<file path="src/psfm_defs.vh">
/*
 * constants for the performance-state and frequency monitor block:
 * register addresses, field positions and reset values.
 * assumes it is included by bare name from the design files.
 */
`ifndef PSFM_DEFS_VH
`define PSFM_DEFS_VH

// register addresses
`define PSFM_ADDR_ACTUAL_CLK    32'h000000E8
`define PSFM_ADDR_MAX_CLK       32'h000000E7
`define PSFM_ADDR_HW_CONFIG     32'hC0010015
`define PSFM_ADDR_STATE_LIMIT   32'hC0010061
`define PSFM_ADDR_STATE_REQ     32'hC0010062
`define PSFM_ADDR_STATE_NOW     32'hC0010063

// field positions
`define PSFM_LIMIT_CUR_LSB      0
`define PSFM_LIMIT_MAX_LSB      4
`define PSFM_BOOST_DIS_BIT      25
`define PSFM_STATE_W            4

// reset values
`define PSFM_RST_REQUEST        4'h0
`define PSFM_RST_STATE          4'h0
`define PSFM_RST_BOOST_DIS      1'b0
`define PSFM_RST_COUNT          64'h0000000000000000

// sequencer states
`define PSFM_SEQ_IDLE           1'b0
`define PSFM_SEQ_WAIT           1'b1

// boost power credit
`define PSFM_CREDIT_W           12
`define PSFM_CREDIT_MAX         12'hFFF

`endif

</file>
<file path="src/psfm_top.v">
/*
 * per-core performance-state control, boost gate and effective-frequency
 * counters, reached as model-specific registers.
 * assumes the power manager, clock generator and idle logic share i_clk_sys.
 */
`timescale 1ns/1ps
`include "psfm_defs.vh"

module psfm_top #(
    parameter [3:0] MAX_STATE_INDEX = 4'hF,     // highest supported index
    parameter [3:0] RESET_REQUEST = `PSFM_RST_REQUEST // request after reset
) (
    input wire i_clk_sys,                   // system clock, 40 MHz
    input wire i_rst,                       // synchronous reset, high
    input wire i_msr_wr,                    // register write strobe
    input wire i_msr_rd,                    // register read strobe
    input wire [31:0] i_msr_addr,           // register address
    input wire [63:0] i_msr_wdata,          // write data
    output wire [63:0] o_msr_rdata,         // read data, one cycle after read
    output wire o_msr_done,                 // access completed pulse
    output wire o_general_protection_fault, // fault pulse for bad access
    input wire [3:0] i_hw_limit,            // limit from power management
    input wire i_power_over_limit,          // estimated power above limit
    input wire i_core_in_c0,                // core executing in C0
    input wire i_max_clk_tick,              // tick at maximum-performance rate
    input wire i_freq_ack,                  // clock generator reached target
    output wire o_freq_req,                 // frequency change request
    output wire [3:0] o_freq_state,         // state index for the generator
    output wire o_boost,                    // boost active
    output wire [3:0] o_present_state,      // state reached
    output wire o_hw_state_ctrl_supported   // feature bit for identification
);

    ////////////////////////////////////////////////////////////////////////
    // helpers

    function [3:0] psfm_clip;
        input [3:0] idx;
        begin
            psfm_clip = (idx > MAX_STATE_INDEX) ? MAX_STATE_INDEX : idx;
        end
    endfunction

    function [3:0] psfm_slower;
        input [3:0] a;
        input [3:0] b;
        begin
            psfm_slower = (a > b) ? a : b;
        end
    endfunction

    ////////////////////////////////////////////////////////////////////////
    // state registers

    reg [3:0] request_reg;
    reg [3:0] limit_reg;
    reg boost_disable_reg;
    reg [63:0] actual_cnt_reg;
    reg [63:0] max_cnt_reg;
    reg [63:0] rdata_reg;
    reg done_reg;
    reg gp_reg;
    reg feature_reg;
    reg [3:0] target_reg;

    wire [3:0] present_state;
    wire hit_actual = (i_msr_addr == `PSFM_ADDR_ACTUAL_CLK);
    wire hit_max = (i_msr_addr == `PSFM_ADDR_MAX_CLK);
    wire hit_cfg = (i_msr_addr == `PSFM_ADDR_HW_CONFIG);
    wire hit_limit = (i_msr_addr == `PSFM_ADDR_STATE_LIMIT);
    wire hit_req = (i_msr_addr == `PSFM_ADDR_STATE_REQ);
    wire hit_now = (i_msr_addr == `PSFM_ADDR_STATE_NOW);
    wire hit_any = hit_actual | hit_max | hit_cfg | hit_limit | hit_req | hit_now;
    wire wr_ok = i_msr_wr && (hit_actual | hit_max | hit_cfg | hit_req);
    wire access = i_msr_wr | i_msr_rd;

    ////////////////////////////////////////////////////////////////////////
    // request, limit and configuration

    always @(posedge i_clk_sys) begin
        if (i_rst) begin
            request_reg <= psfm_clip(RESET_REQUEST);
            limit_reg <= `PSFM_RST_STATE;
            boost_disable_reg <= `PSFM_RST_BOOST_DIS;
            feature_reg <= 1'b0;
        end else begin
            if (wr_ok && hit_req) begin
                request_reg <= psfm_clip(i_msr_wdata[3:0]);
            end
            if (wr_ok && hit_cfg) begin
                boost_disable_reg <= i_msr_wdata[`PSFM_BOOST_DIS_BIT];
            end
            limit_reg <= psfm_clip(i_hw_limit);
            feature_reg <= 1'b1;
        end
    end

    // target follows the slower of request and limit, re-evaluated every cycle
    always @(posedge i_clk_sys) begin
        if (i_rst) begin
            target_reg <= `PSFM_RST_STATE;
        end else begin
            target_reg <= psfm_slower(request_reg, limit_reg);
        end
    end

    ////////////////////////////////////////////////////////////////////////
    // transition sequencer and boost

    psfm_freq_seq u_seq (
        .i_clk_sys(i_clk_sys),
        .i_rst(i_rst),
        .i_target(target_reg),
        .i_boost_allow(!boost_disable_reg && !i_power_over_limit
            && (target_reg == 4'h0)),
        .i_freq_ack(i_freq_ack),
        .o_freq_req(o_freq_req),
        .o_freq_state(o_freq_state),
        .o_present_state(present_state),
        .o_boost(o_boost)
    );

    ////////////////////////////////////////////////////////////////////////
    // effective-frequency counters; a software write wins over a count

    always @(posedge i_clk_sys) begin
        if (i_rst) begin
            actual_cnt_reg <= `PSFM_RST_COUNT;
            max_cnt_reg <= `PSFM_RST_COUNT;
        end else begin
            if (wr_ok && hit_actual) begin
                actual_cnt_reg <= i_msr_wdata;
            end else if (i_core_in_c0) begin
                actual_cnt_reg <= actual_cnt_reg + 64'h0000000000000001;
            end
            if (wr_ok && hit_max) begin
                max_cnt_reg <= i_msr_wdata;
            end else if (i_core_in_c0 && i_max_clk_tick) begin
                max_cnt_reg <= max_cnt_reg + 64'h0000000000000001;
            end
        end
    end

    ////////////////////////////////////////////////////////////////////////
    // register read and fault reporting

    always @(posedge i_clk_sys) begin
        if (i_rst) begin
            rdata_reg <= 64'h0000000000000000;
            done_reg <= 1'b0;
            gp_reg <= 1'b0;
        end else begin
            done_reg <= access;
            gp_reg <= access && (!hit_any || (i_msr_wr && (hit_limit | hit_now)));
            rdata_reg <= 64'h0000000000000000;
            if (i_msr_rd) begin
                if (hit_actual) begin
                    rdata_reg <= actual_cnt_reg;
                end else if (hit_max) begin
                    rdata_reg <= max_cnt_reg;
                end else if (hit_cfg) begin
                    rdata_reg[`PSFM_BOOST_DIS_BIT] <= boost_disable_reg;
                end else if (hit_limit) begin
                    rdata_reg[7:0] <= {MAX_STATE_INDEX, limit_reg};
                end else if (hit_req) begin
                    rdata_reg[3:0] <= request_reg;
                end else if (hit_now) begin
                    rdata_reg[3:0] <= present_state;
                end
            end
        end
    end

    assign o_msr_rdata = rdata_reg;
    assign o_msr_done = done_reg;
    assign o_general_protection_fault = gp_reg;
    assign o_present_state = present_state;
    assign o_hw_state_ctrl_supported = feature_reg;

endmodule // psfm_top

</file>
<file path="src/psfm_freq_seq.v">
/*
 * frequency transition sequencer and boost gate.
 * assumes the clock generator answers each request with a one-cycle
 * acknowledge on the same clock once the new frequency is reached.
 */
`timescale 1ns/1ps
`include "psfm_defs.vh"

module psfm_freq_seq (
    input wire i_clk_sys,               // system clock
    input wire i_rst,                   // synchronous reset, high
    input wire [3:0] i_target,          // state index to reach
    input wire i_boost_allow,           // request and power allow boost
    input wire i_freq_ack,              // clock generator reached target
    output wire o_freq_req,             // transition request, level
    output wire [3:0] o_freq_state,     // state index asked of generator
    output wire [3:0] o_present_state,  // state actually reached
    output wire o_boost                 // boost above state 0 active
);

    localparam SEQ_IDLE = `PSFM_SEQ_IDLE;
    localparam SEQ_WAIT = `PSFM_SEQ_WAIT;

    reg seq_reg;
    reg seq_next;
    reg req_reg;
    reg req_next;
    reg [3:0] pend_reg;
    reg [3:0] pend_next;
    reg [3:0] present_reg;
    reg [3:0] present_next;
    reg boost_reg;
    reg [`PSFM_CREDIT_W-1:0] credit_reg;

    ////////////////////////////////////////////////////////////////////////
    always @* begin
        seq_next = seq_reg;
        req_next = req_reg;
        pend_next = pend_reg;
        present_next = present_reg;
        case (seq_reg)
            SEQ_IDLE: begin
                if (i_target != present_reg) begin
                    pend_next = i_target;
                    req_next = 1'b1;
                    seq_next = SEQ_WAIT;
                end
            end
            SEQ_WAIT: begin
                if (i_freq_ack) begin
                    present_next = pend_reg;
                    req_next = 1'b0;
                    seq_next = SEQ_IDLE;
                end
            end
            default: begin
                seq_next = SEQ_IDLE;
                req_next = 1'b0;
            end
        endcase
    end

    always @(posedge i_clk_sys) begin
        if (i_rst) begin
            seq_reg <= SEQ_IDLE;
            req_reg <= 1'b0;
            pend_reg <= `PSFM_RST_STATE;
            present_reg <= `PSFM_RST_STATE;
        end else begin
            seq_reg <= seq_next;
            req_reg <= req_next;
            pend_reg <= pend_next;
            present_reg <= present_next;
        end
    end

    ////////////////////////////////////////////////////////////////////////
    // credit drains while boosting and refills otherwise, bounding average power
    always @(posedge i_clk_sys) begin
        if (i_rst) begin
            credit_reg <= `PSFM_CREDIT_MAX;
            boost_reg <= 1'b0;
        end else begin
            if (boost_reg && credit_reg != {`PSFM_CREDIT_W{1'b0}}) begin
                credit_reg <= credit_reg - 1'b1;
            end else if (!boost_reg && credit_reg != `PSFM_CREDIT_MAX) begin
                credit_reg <= credit_reg + 1'b1;
            end
            boost_reg <= i_boost_allow && (present_reg == 4'h0) && (seq_reg == SEQ_IDLE)
                && (credit_reg != {`PSFM_CREDIT_W{1'b0}});
        end
    end

    assign o_freq_req = req_reg;
    assign o_freq_state = pend_reg;
    assign o_present_state = present_reg;
    assign o_boost = boost_reg;

endmodule // psfm_freq_seq

</file>
<file path="config.mk">
export PLATFORM = sky130hd
export DESIGN_NAME = psfm_top
export DESIGN_NICKNAME = d
export VERILOG_FILES = /design/src/psfm_top.v /design/src/psfm_freq_seq.v
export VERILOG_INCLUDE_DIRS = /design/src
export SDC_FILE = /design/constraint.sdc
export NUM_CORES = 1
export LEC_CHECK = 0
export BUFFER_PORTS_ARGS = -buffer_cell sky130_fd_sc_hd__buf_2
export CAP_MARGIN = 20
export CORE_UTILIZATION = 25
export DETAILED_ROUTE_END_ITERATION = 12
export MAX_ROUTING_LAYER = met4
export PLACE_DENSITY_LB_ADDON = 0.2
export SETUP_SLACK_MARGIN = 0.1
export SLEW_MARGIN = 5
export SYNTH_ARGS = -nofsm -noshare
export SYNTH_HDL_FRONTEND = slang
export SYNTH_SLANG_ARGS = --single-unit
</file>
<file path="constraint.sdc">
create_clock -name i_clk_sys -period 3.8 [get_ports i_clk_sys]
set_input_delay 0.38 -clock i_clk_sys [delete_from_list [all_inputs] [get_ports i_clk_sys]]
set_output_delay 0.38 -clock i_clk_sys [all_outputs]
set_load 0.02 [all_outputs]
</file>
=== Word-level counts from Yosys, hierarchy flattened ===
Index checks and enable logic that the tools add are counted.

* Bits in registers: 231
* Bits of input ports: 108
* Output and inout port bits: 77
* Word-level logic and storage cells: 100

* Add/subtract/negate cells: 4
* $lt $le $gt $ge: 3
* Equality and inequality tests: 10
* Muxes and demuxes: 27
* Bitwise gates (word level): 10
* Reductions and logical operators: 30

{| class="wikitable"
|+ Operators with widths
! operator !! count
|-
| $mux W64 || 5
|-
| $add A64 B1 Y64 const B || 2
|-
| $eq A32 B32 Y1 const B || 4
|-
| $eq A32 B8 Y1 const B || 2
|-
| $mux W38 || 1
|-
| $mux W4 || 7
|-
| $mux W12 || 2
|-
| $mux W17 || 1
|-
| $mux W8 || 2
|-
| $logic_and A1 B1 Y1 || 15
|-
| $add A12 B1 Y12 const B || 1
|-
| $ne A12 B12 Y1 const B || 1
|-
| $reduce_bool A12 Y1 || 1
|-
| $sub A12 B1 Y12 const B || 1
|-
| $gt A4 B4 Y1 const B || 2
|-
| $logic_not A4 Y1 || 2
|-
| $or A1 B1 Y1 || 8
|-
| $mux W1 || 7
|-
| $reduce_and A2 Y1 || 3
|-
| $reduce_bool A2 Y1 || 3
|-
| $gt A4 B4 Y1 || 1
|-
| $logic_not A1 Y1 || 4
|-
| $ne A4 B4 Y1 || 1
|-
| $pmux W1 S2 || 2
|-
| other kinds (5) || 6
|}

=== Longest topological paths before layout ===
Gate-level depths: netlist of the first run.

* Word-level depth: 9
* Gate-level depth with buffers: 12
* Gate-level depth less buffers: 12

=== Cells and area by module ===
A second synthesis of the first run with hierarchy kept.

* Cells, all modules: 1338
* Area, all modules: 11320.9 µm²

{| class="wikitable"
|+ Modules (own cells, without submodules)
! module !! times used !! cells an instance !! area each (µm²) !! sequential area each (µm²)
|-
| psfm_top || 1 || 1187 || 9990.8 || 4164.0
|-
| psfm_freq_seq || 1 || 151 || 1330.0 || 460.4
|}

=== Worst setup path after synthesis of the first run ===
OpenSTA, ideal clock, no wires.

* Path type: reg-to-reg
* Start point: register u_seq.credit_reg[2]
* End point: register u_seq.credit_reg[10]
* Library setup time: 0.087 ns
* Arrival: 2.584 ns
* Required time: 3.713 ns
* Path slack: 1.129 ns
* Cell stages (with the launch flop): 13
* Buffers on the path: 0
* Clock period less this slack: 2.671 ns
* Path through: dfxtp_1 nor4_1 nand3_1 nand2_1 inv_1 ha_1 nor2b_1 o21ai_0 a21oi_1 o31ai_1 a2111oi_0 nor3_1 o31ai_1

* Word-level cells in the longest chain between the ends: 3
* Elaborated cells between the ends (all ways): 9
* Those cells by class: 2 x add/sub; 1 x eq/ne; 2 x mux; 4 x reduce/logical

{| class="wikitable"
|+ Ends and longest elaborated chain
! item !! line !! text
|-
| start, declared || psfm_freq_seq.v:33 || <nowiki>reg [`PSFM_CREDIT_W-1:0] credit_reg;</nowiki>
|-
| start signal, assigned || psfm_freq_seq.v:81 || <nowiki>credit_reg <= `PSFM_CREDIT_MAX;</nowiki>
|-
| start signal, assigned || psfm_freq_seq.v:85 || <nowiki>credit_reg <= credit_reg - 1'b1;</nowiki>
|-
| start signal, assigned || psfm_freq_seq.v:87 || <nowiki>credit_reg <= credit_reg + 1'b1;</nowiki>
|-
| $add A12 B1 Y12, or another cell as far along || psfm_freq_seq.v:87 ||
|-
| $mux W12, or another cell as far along || psfm_freq_seq.v:86 || <nowiki>end else if (!boost_reg && credit_reg != `PSFM_CREDIT_MAX) begin</nowiki>
|-
| $mux W12 / $reduce_bool A2 Y1 (equally long branches) || - ||
|}

Several ways; a longest one is shown, not always the timed one. The select of a mux whose other input is x is not followed.
A chain may end at the register's enable or synchronous reset.

=== Worst setup path in the final report of the first run ===
* Start point: register max_cnt_reg[3]
* End point: register max_cnt_reg[63]

* Word-level cells in the longest chain between the ends: 3

{| class="wikitable"
|+ Ends and longest elaborated chain
! item !! line !! text
|-
| start, declared || psfm_top.v:59 || <nowiki>reg [63:0] max_cnt_reg;</nowiki>
|-
| start signal, assigned || psfm_top.v:129 || <nowiki>max_cnt_reg <= `PSFM_RST_COUNT;</nowiki>
|-
| start signal, assigned || psfm_top.v:137 || <nowiki>max_cnt_reg <= i_msr_wdata;</nowiki>
|-
| start signal, assigned || psfm_top.v:139 || <nowiki>max_cnt_reg <= max_cnt_reg + 64'h0000000000000001;</nowiki>
|-
| $add A64 B1 Y64 || psfm_top.v:139 ||
|-
| $mux W64 || psfm_top.v:138 || <nowiki>end else if (i_core_in_c0 && i_max_clk_tick) begin</nowiki>
|-
| $mux W64 || psfm_top.v:136 || <nowiki>if (wr_ok && hit_max) begin</nowiki>
|}

No other way between the ends. The select of a mux whose other input is x is not followed.

==> run_results.csv, run 1 <==
group,metric,value,unit
clock_tree,clk-insertion-delay-late,0.55,ns
global_routing,grt_overflow,0,
run_status,outcome,"complete, no violations",
detailed_routing,vias,9905,
floorplan,dieArea,45080,um^2
detailed_routing,postRouteAntennaNets,0,
detailed_routing,post_drt_wl_per_cell,17.34,um
power_and_ir_drop,switching_share,0.2556,
global_routing,grt_usage,0.1617,
worst_setup_path,cp_max_fo,14,
detailed_routing,drt_iter0_markers,553,
worst_setup_path,path_buf_inv,0,
worst_setup_path,r2r_setup_slack,0.55,ns
sta,fin_hold_ws,0.06696,ns
detailed_routing,drtPass1Iterations,5,
layout,nets,1575,
detailed_routing,routed_wirelength,35640,um
power_and_ir_drop,pwr-share-seq,0.425,
worst_setup_path,critical-path-max-stage-delay,0.65,ns
clock_tree,hold_buffers,0,
clock_tree,cts_tree,"done",
logic_synthesis,ys_seq_area_frac,0.4181,
worst_setup_path,ff2ff_path_depth,7,
worst_setup_path,r2r_end,"max_cnt_reg[63]",
sta,max_freq,307.4,MHz
logic_synthesis,ys_ff_latch,231,
sta,period_minus_slack,3.253,ns
sta,relSlewSlack,0.2734,
sta,totalNegativeSetupSlack,0,ns
layout,syn_to_final_growth,22.99,%
floorplan,die_w,212.3,um
power_and_ir_drop,p_leak,5.061,nW
hold_path,min-delay-start,"i_hw_limit[0]",
power_and_ir_drop,pwr-share-comb,0.110,
clock_tree,root_buffer,"clkbuf_16",
layout,design_area,13600,um^2
worst_setup_path,crit_type,"flop to flop",
layout,drive_above_1_share,0.1892,
logic_synthesis,avgSynthCellArea,8.533,um^2
global_routing,antenna_found_initial,1,
global_routing,grt_first_pass_wirelength,55840,um
logic_synthesis,netlist_area,11060,um^2
worst_setup_path,startpoint_type,"flop",
worst_setup_path,cp_slowest_cell,"and2b_1",
power_and_ir_drop,internal_power,4.480,mW
sta,hold_violations,0,
flow_run,cap_violations,0,
clock_tree,postCtsSetupBuffers,0,
clock_tree,clkSinkCount,231,
hold_path,min_to,"limit_reg[0]",
worst_setup_path,critical_path_required,4.20,ns
sta,fin_crit_sh,0.8561,
floorplan,core,43360,um^2
sta,finalMaxSlewViolations,0,
hold_path,whs_path_depth,2,
sta,tightest_slew,1.090,ns
logic_synthesis,synth-edff-count,0,
clock_tree,clk_pin_slew,0.06,ns
global_routing,first_global_vias,9738,
sta,setup_viol,0,
power_and_ir_drop,powerDensity,442.5,nW/um^2
floorplan,rows,76,
worst_setup_path,r2r-start,"max_cnt_reg[3]",
sta,rsz0062_at_grt,"false",
worst_setup_path,crit_arrival,3.65,ns
clock_tree,cts_buffer_depth,3,
clock_tree,cts.repair.resized,0,
place,place_congestion,0.8244,
power_and_ir_drop,p_clk_frac,0.465,
floorplan,initial_core_util,0.2550,
layout,fillers,4605,
detailed_routing,via_per_inst,4.820,
logic_synthesis,syn_nets,1421,
place,dp_hpwl,25370,um
power_and_ir_drop,vdd_drop_max,0.2577,mV
logic_synthesis,syn_inst,1296,
clock_tree,cts_max_level,1,
power_and_ir_drop,power_switching,1.538,mW
sta,finClkSkew,0.01328,ns
place,portBuffers,184,
hold_path,hp-class,"primary input to flop",
layout,final_cells,2055,
clock_tree,numCtsBuffers,29,
worst_setup_path,crit_chain,"nand4_2 -> or4_4 -> nor4_2 -> and2b_1 -> nand4_1 -> mux2i_1 -> o21ai_1",
floorplan,ios,185,
global_routing,grt_max_degree,91,
logic_synthesis,synth.distinct_cells,61,
logic_synthesis,async_flop_share,0,
logic_synthesis,yosys_warnings,0,
place,dpl-instance-area,12640,um^2
worst_setup_path,crit_path_end_kind,"flop",
worst_setup_path,cpLargestDelayFamily,"simple AND/OR/NAND/NOR gates",
detailed_routing,drc_errors,0,
place,place_inst,2004,
logic_synthesis,yosys_most_used_dff,"dfxtp_1",
floorplan,die_h,212.3,um
==> cell type report <==
class / instances / area, um^2 / share of cell area
antenna: 1 / 2.502 / 0.0001840
clock buffer: 34 / 764.5 / 0.05620
clock inverter: 16 / 190.2 / 0.01398
inverter: 22 / 82.58 / 0.006071
multi-input combinational: 959 / 6047 / 0.4446
sequential: 231 / 4624 / 0.3400
tap: 585 / 732.0 / 0.05381
timing repair buffer: 207 / 1159 / 0.08518
==> through the flow <==
step | total power [mW] | setup WS [ns] | utilization
3_5_place_dp | 3.271 | 0.4496 | 0.2916
5_1_grt | 6.304 | 0.1364 | 0.3137
3_3_place_gp | 3.262 | 0.5563 | 0.2914
6_report | 6.018 | 0.5469 | 0.3137
2_1_floorplan | 3.052 | 1.129 | -
4_1_cts | 6.113 | 0.4594 | 0.3136
==> cells by family after synthesis <==
group | Yosys count | synth area share
XOR/XNOR | 135 | 0.1069
multiplexers | 16 | 0.01471
flip-flops | 231 | 0.4181
AND/OR/NAND/NOR | 539 | 0.2383
AO/OA/AOI/OAI | 252 | 0.1643
buffers and inverters | 106 | 0.03779
adder cells (fa/ha/maj) | 17 | 0.01991
==> worst max path at each step <==
stage | startpoint | end | slack (ns) | depth (start not counted)
finish | max_cnt_reg[3] | max_cnt_reg[63] | 0.55 | 7
global route | u_seq.credit_reg[0] | u_seq.credit_reg[10] | 0.14 | 12
CTS | max_cnt_reg[3] | max_cnt_reg[63] | 0.46 | 7
detailed placement | i_core_in_c0 | max_cnt_reg[63] | 0.45 | 8
global placement | i_core_in_c0 | max_cnt_reg[63] | 0.56 | 8
floorplan | u_seq.credit_reg[2] | u_seq.credit_reg[10] | 1.13 | 12
==> metal layers <==
metal  vias up  GRT usage  share of wire
met3        46    0.02777          0.050
met4         0    0.03895          0.023
li1       4950          -              -
met5         -          -              0
met2       249     0.2503           0.44
met1      4660     0.2180           0.49
==> cells in the mapped netlist, types with 2 or more instances <==
master      n  area, um^2
a22oi_1    59       442.9
nor3_1     23       115.1
and2_1      9       56.30
xor2_1     75       656.9
o31ai_1     3       22.52
nor4_2      2       25.02
nand3_1    50       250.2
o22a_1      5       43.79
buf_2       7       35.03
o21ai_0    22       110.1
a21oi_1    22       110.1
and4_1     24       210.2
o21a_1      2       15.01
a31oi_1     4       25.02
mux2_2      2       22.52
nand2_1    85       319.1
a311oi_1    3       26.28
and3_1     24       150.1
nor3_2      2       20.02
dfxtp_1   231        4624
nor2b_1    13       81.33
nor4_1     14       87.58
nand2b_1    3       18.77
ha_1       16       200.2
xnor2_1    60       525.5
or4_1       5       37.54
mux2i_1    14       140.1
clkbuf_1   74       277.8
nand4_1    36       225.2
or4_4       2       22.52
inv_1      22       82.58
a211oi_2    4       50.05
nor2_1    232       870.8
or3_1       2       12.51
a211oi_1  119       893.4
==> placed cells by master (no fill, tap or decap), types with 23 or more instances in the layout <==
cell type	synthesis	routed
a211oi_1	119	119
a22oi_1	59	59
and3_1	24	24
and4_1	24	24
buf_2	7	183
clkbuf_16	0	29
dfxtp_1	231	231
nand2_1	85	84
nand3_1	50	48
nand4_1	36	36
nor2_1	232	232
nor3_1	23	23
xnor2_1	60	60
xor2_1	75	75
==> power by group through the flow <==
stage | Combinational (mW) | Clock, mW | Sequential (mW)
after floorplan | 0.454 | 0 | 2.60
after global placement | 0.654 | 0 | 2.61
after detailed placement | 0.662 | 0 | 2.61
after CTS | 0.665 | 2.89 | 2.56
after global routing | 0.753 | 2.98 | 2.57
final | 0.662 | 2.80 | 2.56
No activity file was read; power rests on OpenSTA's default activity.
==> run 2: changes to the inputs <==
==> constraint.sdc (replaced) <==
create_clock -name i_clk_sys -period 3.69 [get_ports i_clk_sys]
set_input_delay 0.369 -clock i_clk_sys [delete_from_list [all_inputs] [get_ports i_clk_sys]]
set_output_delay 0.369 -clock i_clk_sys [all_outputs]
set_load 0.02 [all_outputs]
==> run_results.csv, run 2 (same netlist as run 1, synthesis figures left out) <==
group,metric,value,unit
power_and_ir_drop,p_leak,5.139,nW
floorplan,initial_core_util,0.2550,
floorplan,die_w,212.3,um
layout,layout_commonest_cell,"nor2_1",
place,portBuffers,184,
global_routing,antenna_found_initial,1,
floorplan,core,43360,um^2
worst_setup_path,crit_arrival,3.66,ns
sta,finClkSkew,0.01970,ns
detailed_routing,drtPass1Iterations,5,
global_routing,grt_first_pass_wirelength,55790,um
clock_tree,cts_tree,"done",
sta,relSlewSlack,0.4597,
sta,rsz0062_at_grt,"false",
worst_setup_path,critical_path_required,4.17,ns
worst_setup_path,r2r_setup_slack,0.50,ns
clock_tree,clk_pin_slew,0.06,ns
clock_tree,cts.repair.resized,0,
detailed_routing,drc_errors,0,
detailed_routing,via_per_inst,4.866,
power_and_ir_drop,powerDensity,470.3,nW/um^2
layout,syn_to_final_growth,24.53,%
detailed_routing,post_drt_wl_per_cell,17.52,um
clock_tree,clk-insertion-delay-late,0.57,ns
floorplan,rows,76,
place,place_congestion,0.8452,
layout,drive_above_1_share,0.1950,
worst_setup_path,crit_type,"flop to flop",
hold_path,hp-class,"primary input to flop",
clock_tree,clkSinkCount,231,
worst_setup_path,crit_path_end_kind,"flop",
layout,nets,1579,
sta,tightest_slew,0.8104,ns
detailed_routing,drt_iter0_markers,579,
clock_tree,cts_buffer_depth,3,
clock_tree,numCtsBuffers,29,
floorplan,die_h,212.3,um
global_routing,first_global_vias,9847,
run_status,outcome,"complete, no violations",
floorplan,dieArea,45080,um^2
power_and_ir_drop,power,6.477,mW
detailed_routing,routed_wirelength,36150,um
worst_setup_path,startpoint_type,"flop",
sta,fin_crit_sh,0.8632,
sta,hold_violations,0,
detailed_routing,postRouteAntennaNets,0,
power_and_ir_drop,vdd_drop_max,0.2702,mV
global_routing,grt_overflow,0,
clock_tree,postCtsSetupBuffers,0,
layout,utilization,0.3176,
sta,finalMaxSlewViolations,0,
sta,totalNegativeSetupSlack,0,ns
clock_tree,cts_max_level,1,
detailed_routing,vias,10040,
flow_run,cap_violations,0,
global_routing,grt_usage,0.1620,
clock_tree,root_buffer,"clkbuf_16",
layout,fillers,4693,
global_routing,grt_max_degree,155,
place,dp_hpwl,25390,um
sta,setup_viol,0,
sta,max_freq,313.9,MHz
layout,mostFrequentLayoutCells,"232 x nor2_1, 231 x dfxtp_1, 183 x buf_2, 119 x a211oi_1, 84 x nand2_1",
sta,period_minus_slack,3.185,ns
floorplan,ios,185,
worst_setup_path,cp_max_fo,11,
==> run 2: area by class of cell <==
cell class / instances / area, um^2 / area share
multi-input cells: 959 / 6047 / 0.4391
flip-flops and latches: 231 / 4624 / 0.3358
repair buffers: 211 / 1229 / 0.08922
clock buffers: 31 / 753.2 / 0.05469
well taps: 585 / 732.0 / 0.05315
clock inverters: 23 / 301.5 / 0.02190
inverters: 22 / 82.58 / 0.005996
diodes: 1 / 2.502 / 0.0001817
==> run 2: repair_timing <==
item,4_1_cts,5_1_grt
setup endpoints to repair,0,0
endpoints found under the hold margin,1,0
hold buffers,1,0
==> run 2: critical path, stage by stage (launching register included) <==
cell and delay [ns]:
dfxtp_1 0.35, nor4_1 0.30, nand3_1 0.17, nand2_1 0.15
inv_1 0.21, ha_1 0.41, nor2b_1 0.14, o21ai_0 0.10
a21oi_1 0.25, o31ai_1 0.13, a2111oi_0 0.53, nor3_1 0.09
o31ai_1 0.24
==> run 2: power breakdown <==
group          internal [mW]  leakage (nW)  switching, mW
logic                  0.307          2.76          0.390
registers               2.57          1.87         0.0683
clock network           1.91         0.515           1.23
==> run 2: path summary, 6_finish.rpt <==
check,from,end,cells past startpoint
hold / removal,i_hw_limit[0],limit_reg[0],2
setup reg to reg,u_seq.credit_reg[0],u_seq.credit_reg[10],12
hold reg to reg,u_seq.o_freq_req,u_seq.o_freq_req,2
setup / recovery,u_seq.credit_reg[0],u_seq.credit_reg[10],12
==> run 2: metrics by stage <==
step | setup WS [ns] | area [um^2] | instances | hold WS (ns)
after floorplan | 1.019 | 11060 | 1296 | 0.4638
final | 0.5047 | 13770 | 2063 | 0.04543
after global routing | 0.1828 | 13770 | 2063 | 0.04219
after CTS | 0.5230 | 13770 | 2062 | 0.01545
after detailed placement | 0.5544 | 12700 | 2007 | 0.4824
after global placement | 0.6076 | 12700 | 2006 | 0.4848
==> run 2: routing by layer <==
layer	track usage	routed length [um]	part of all wire
met1	0.2179	17400	0.48
met2	0.2525	16110	0.45
met3	0.02792	1945	0.054
met4	0.03672	694	0.019
met5	-	0	0
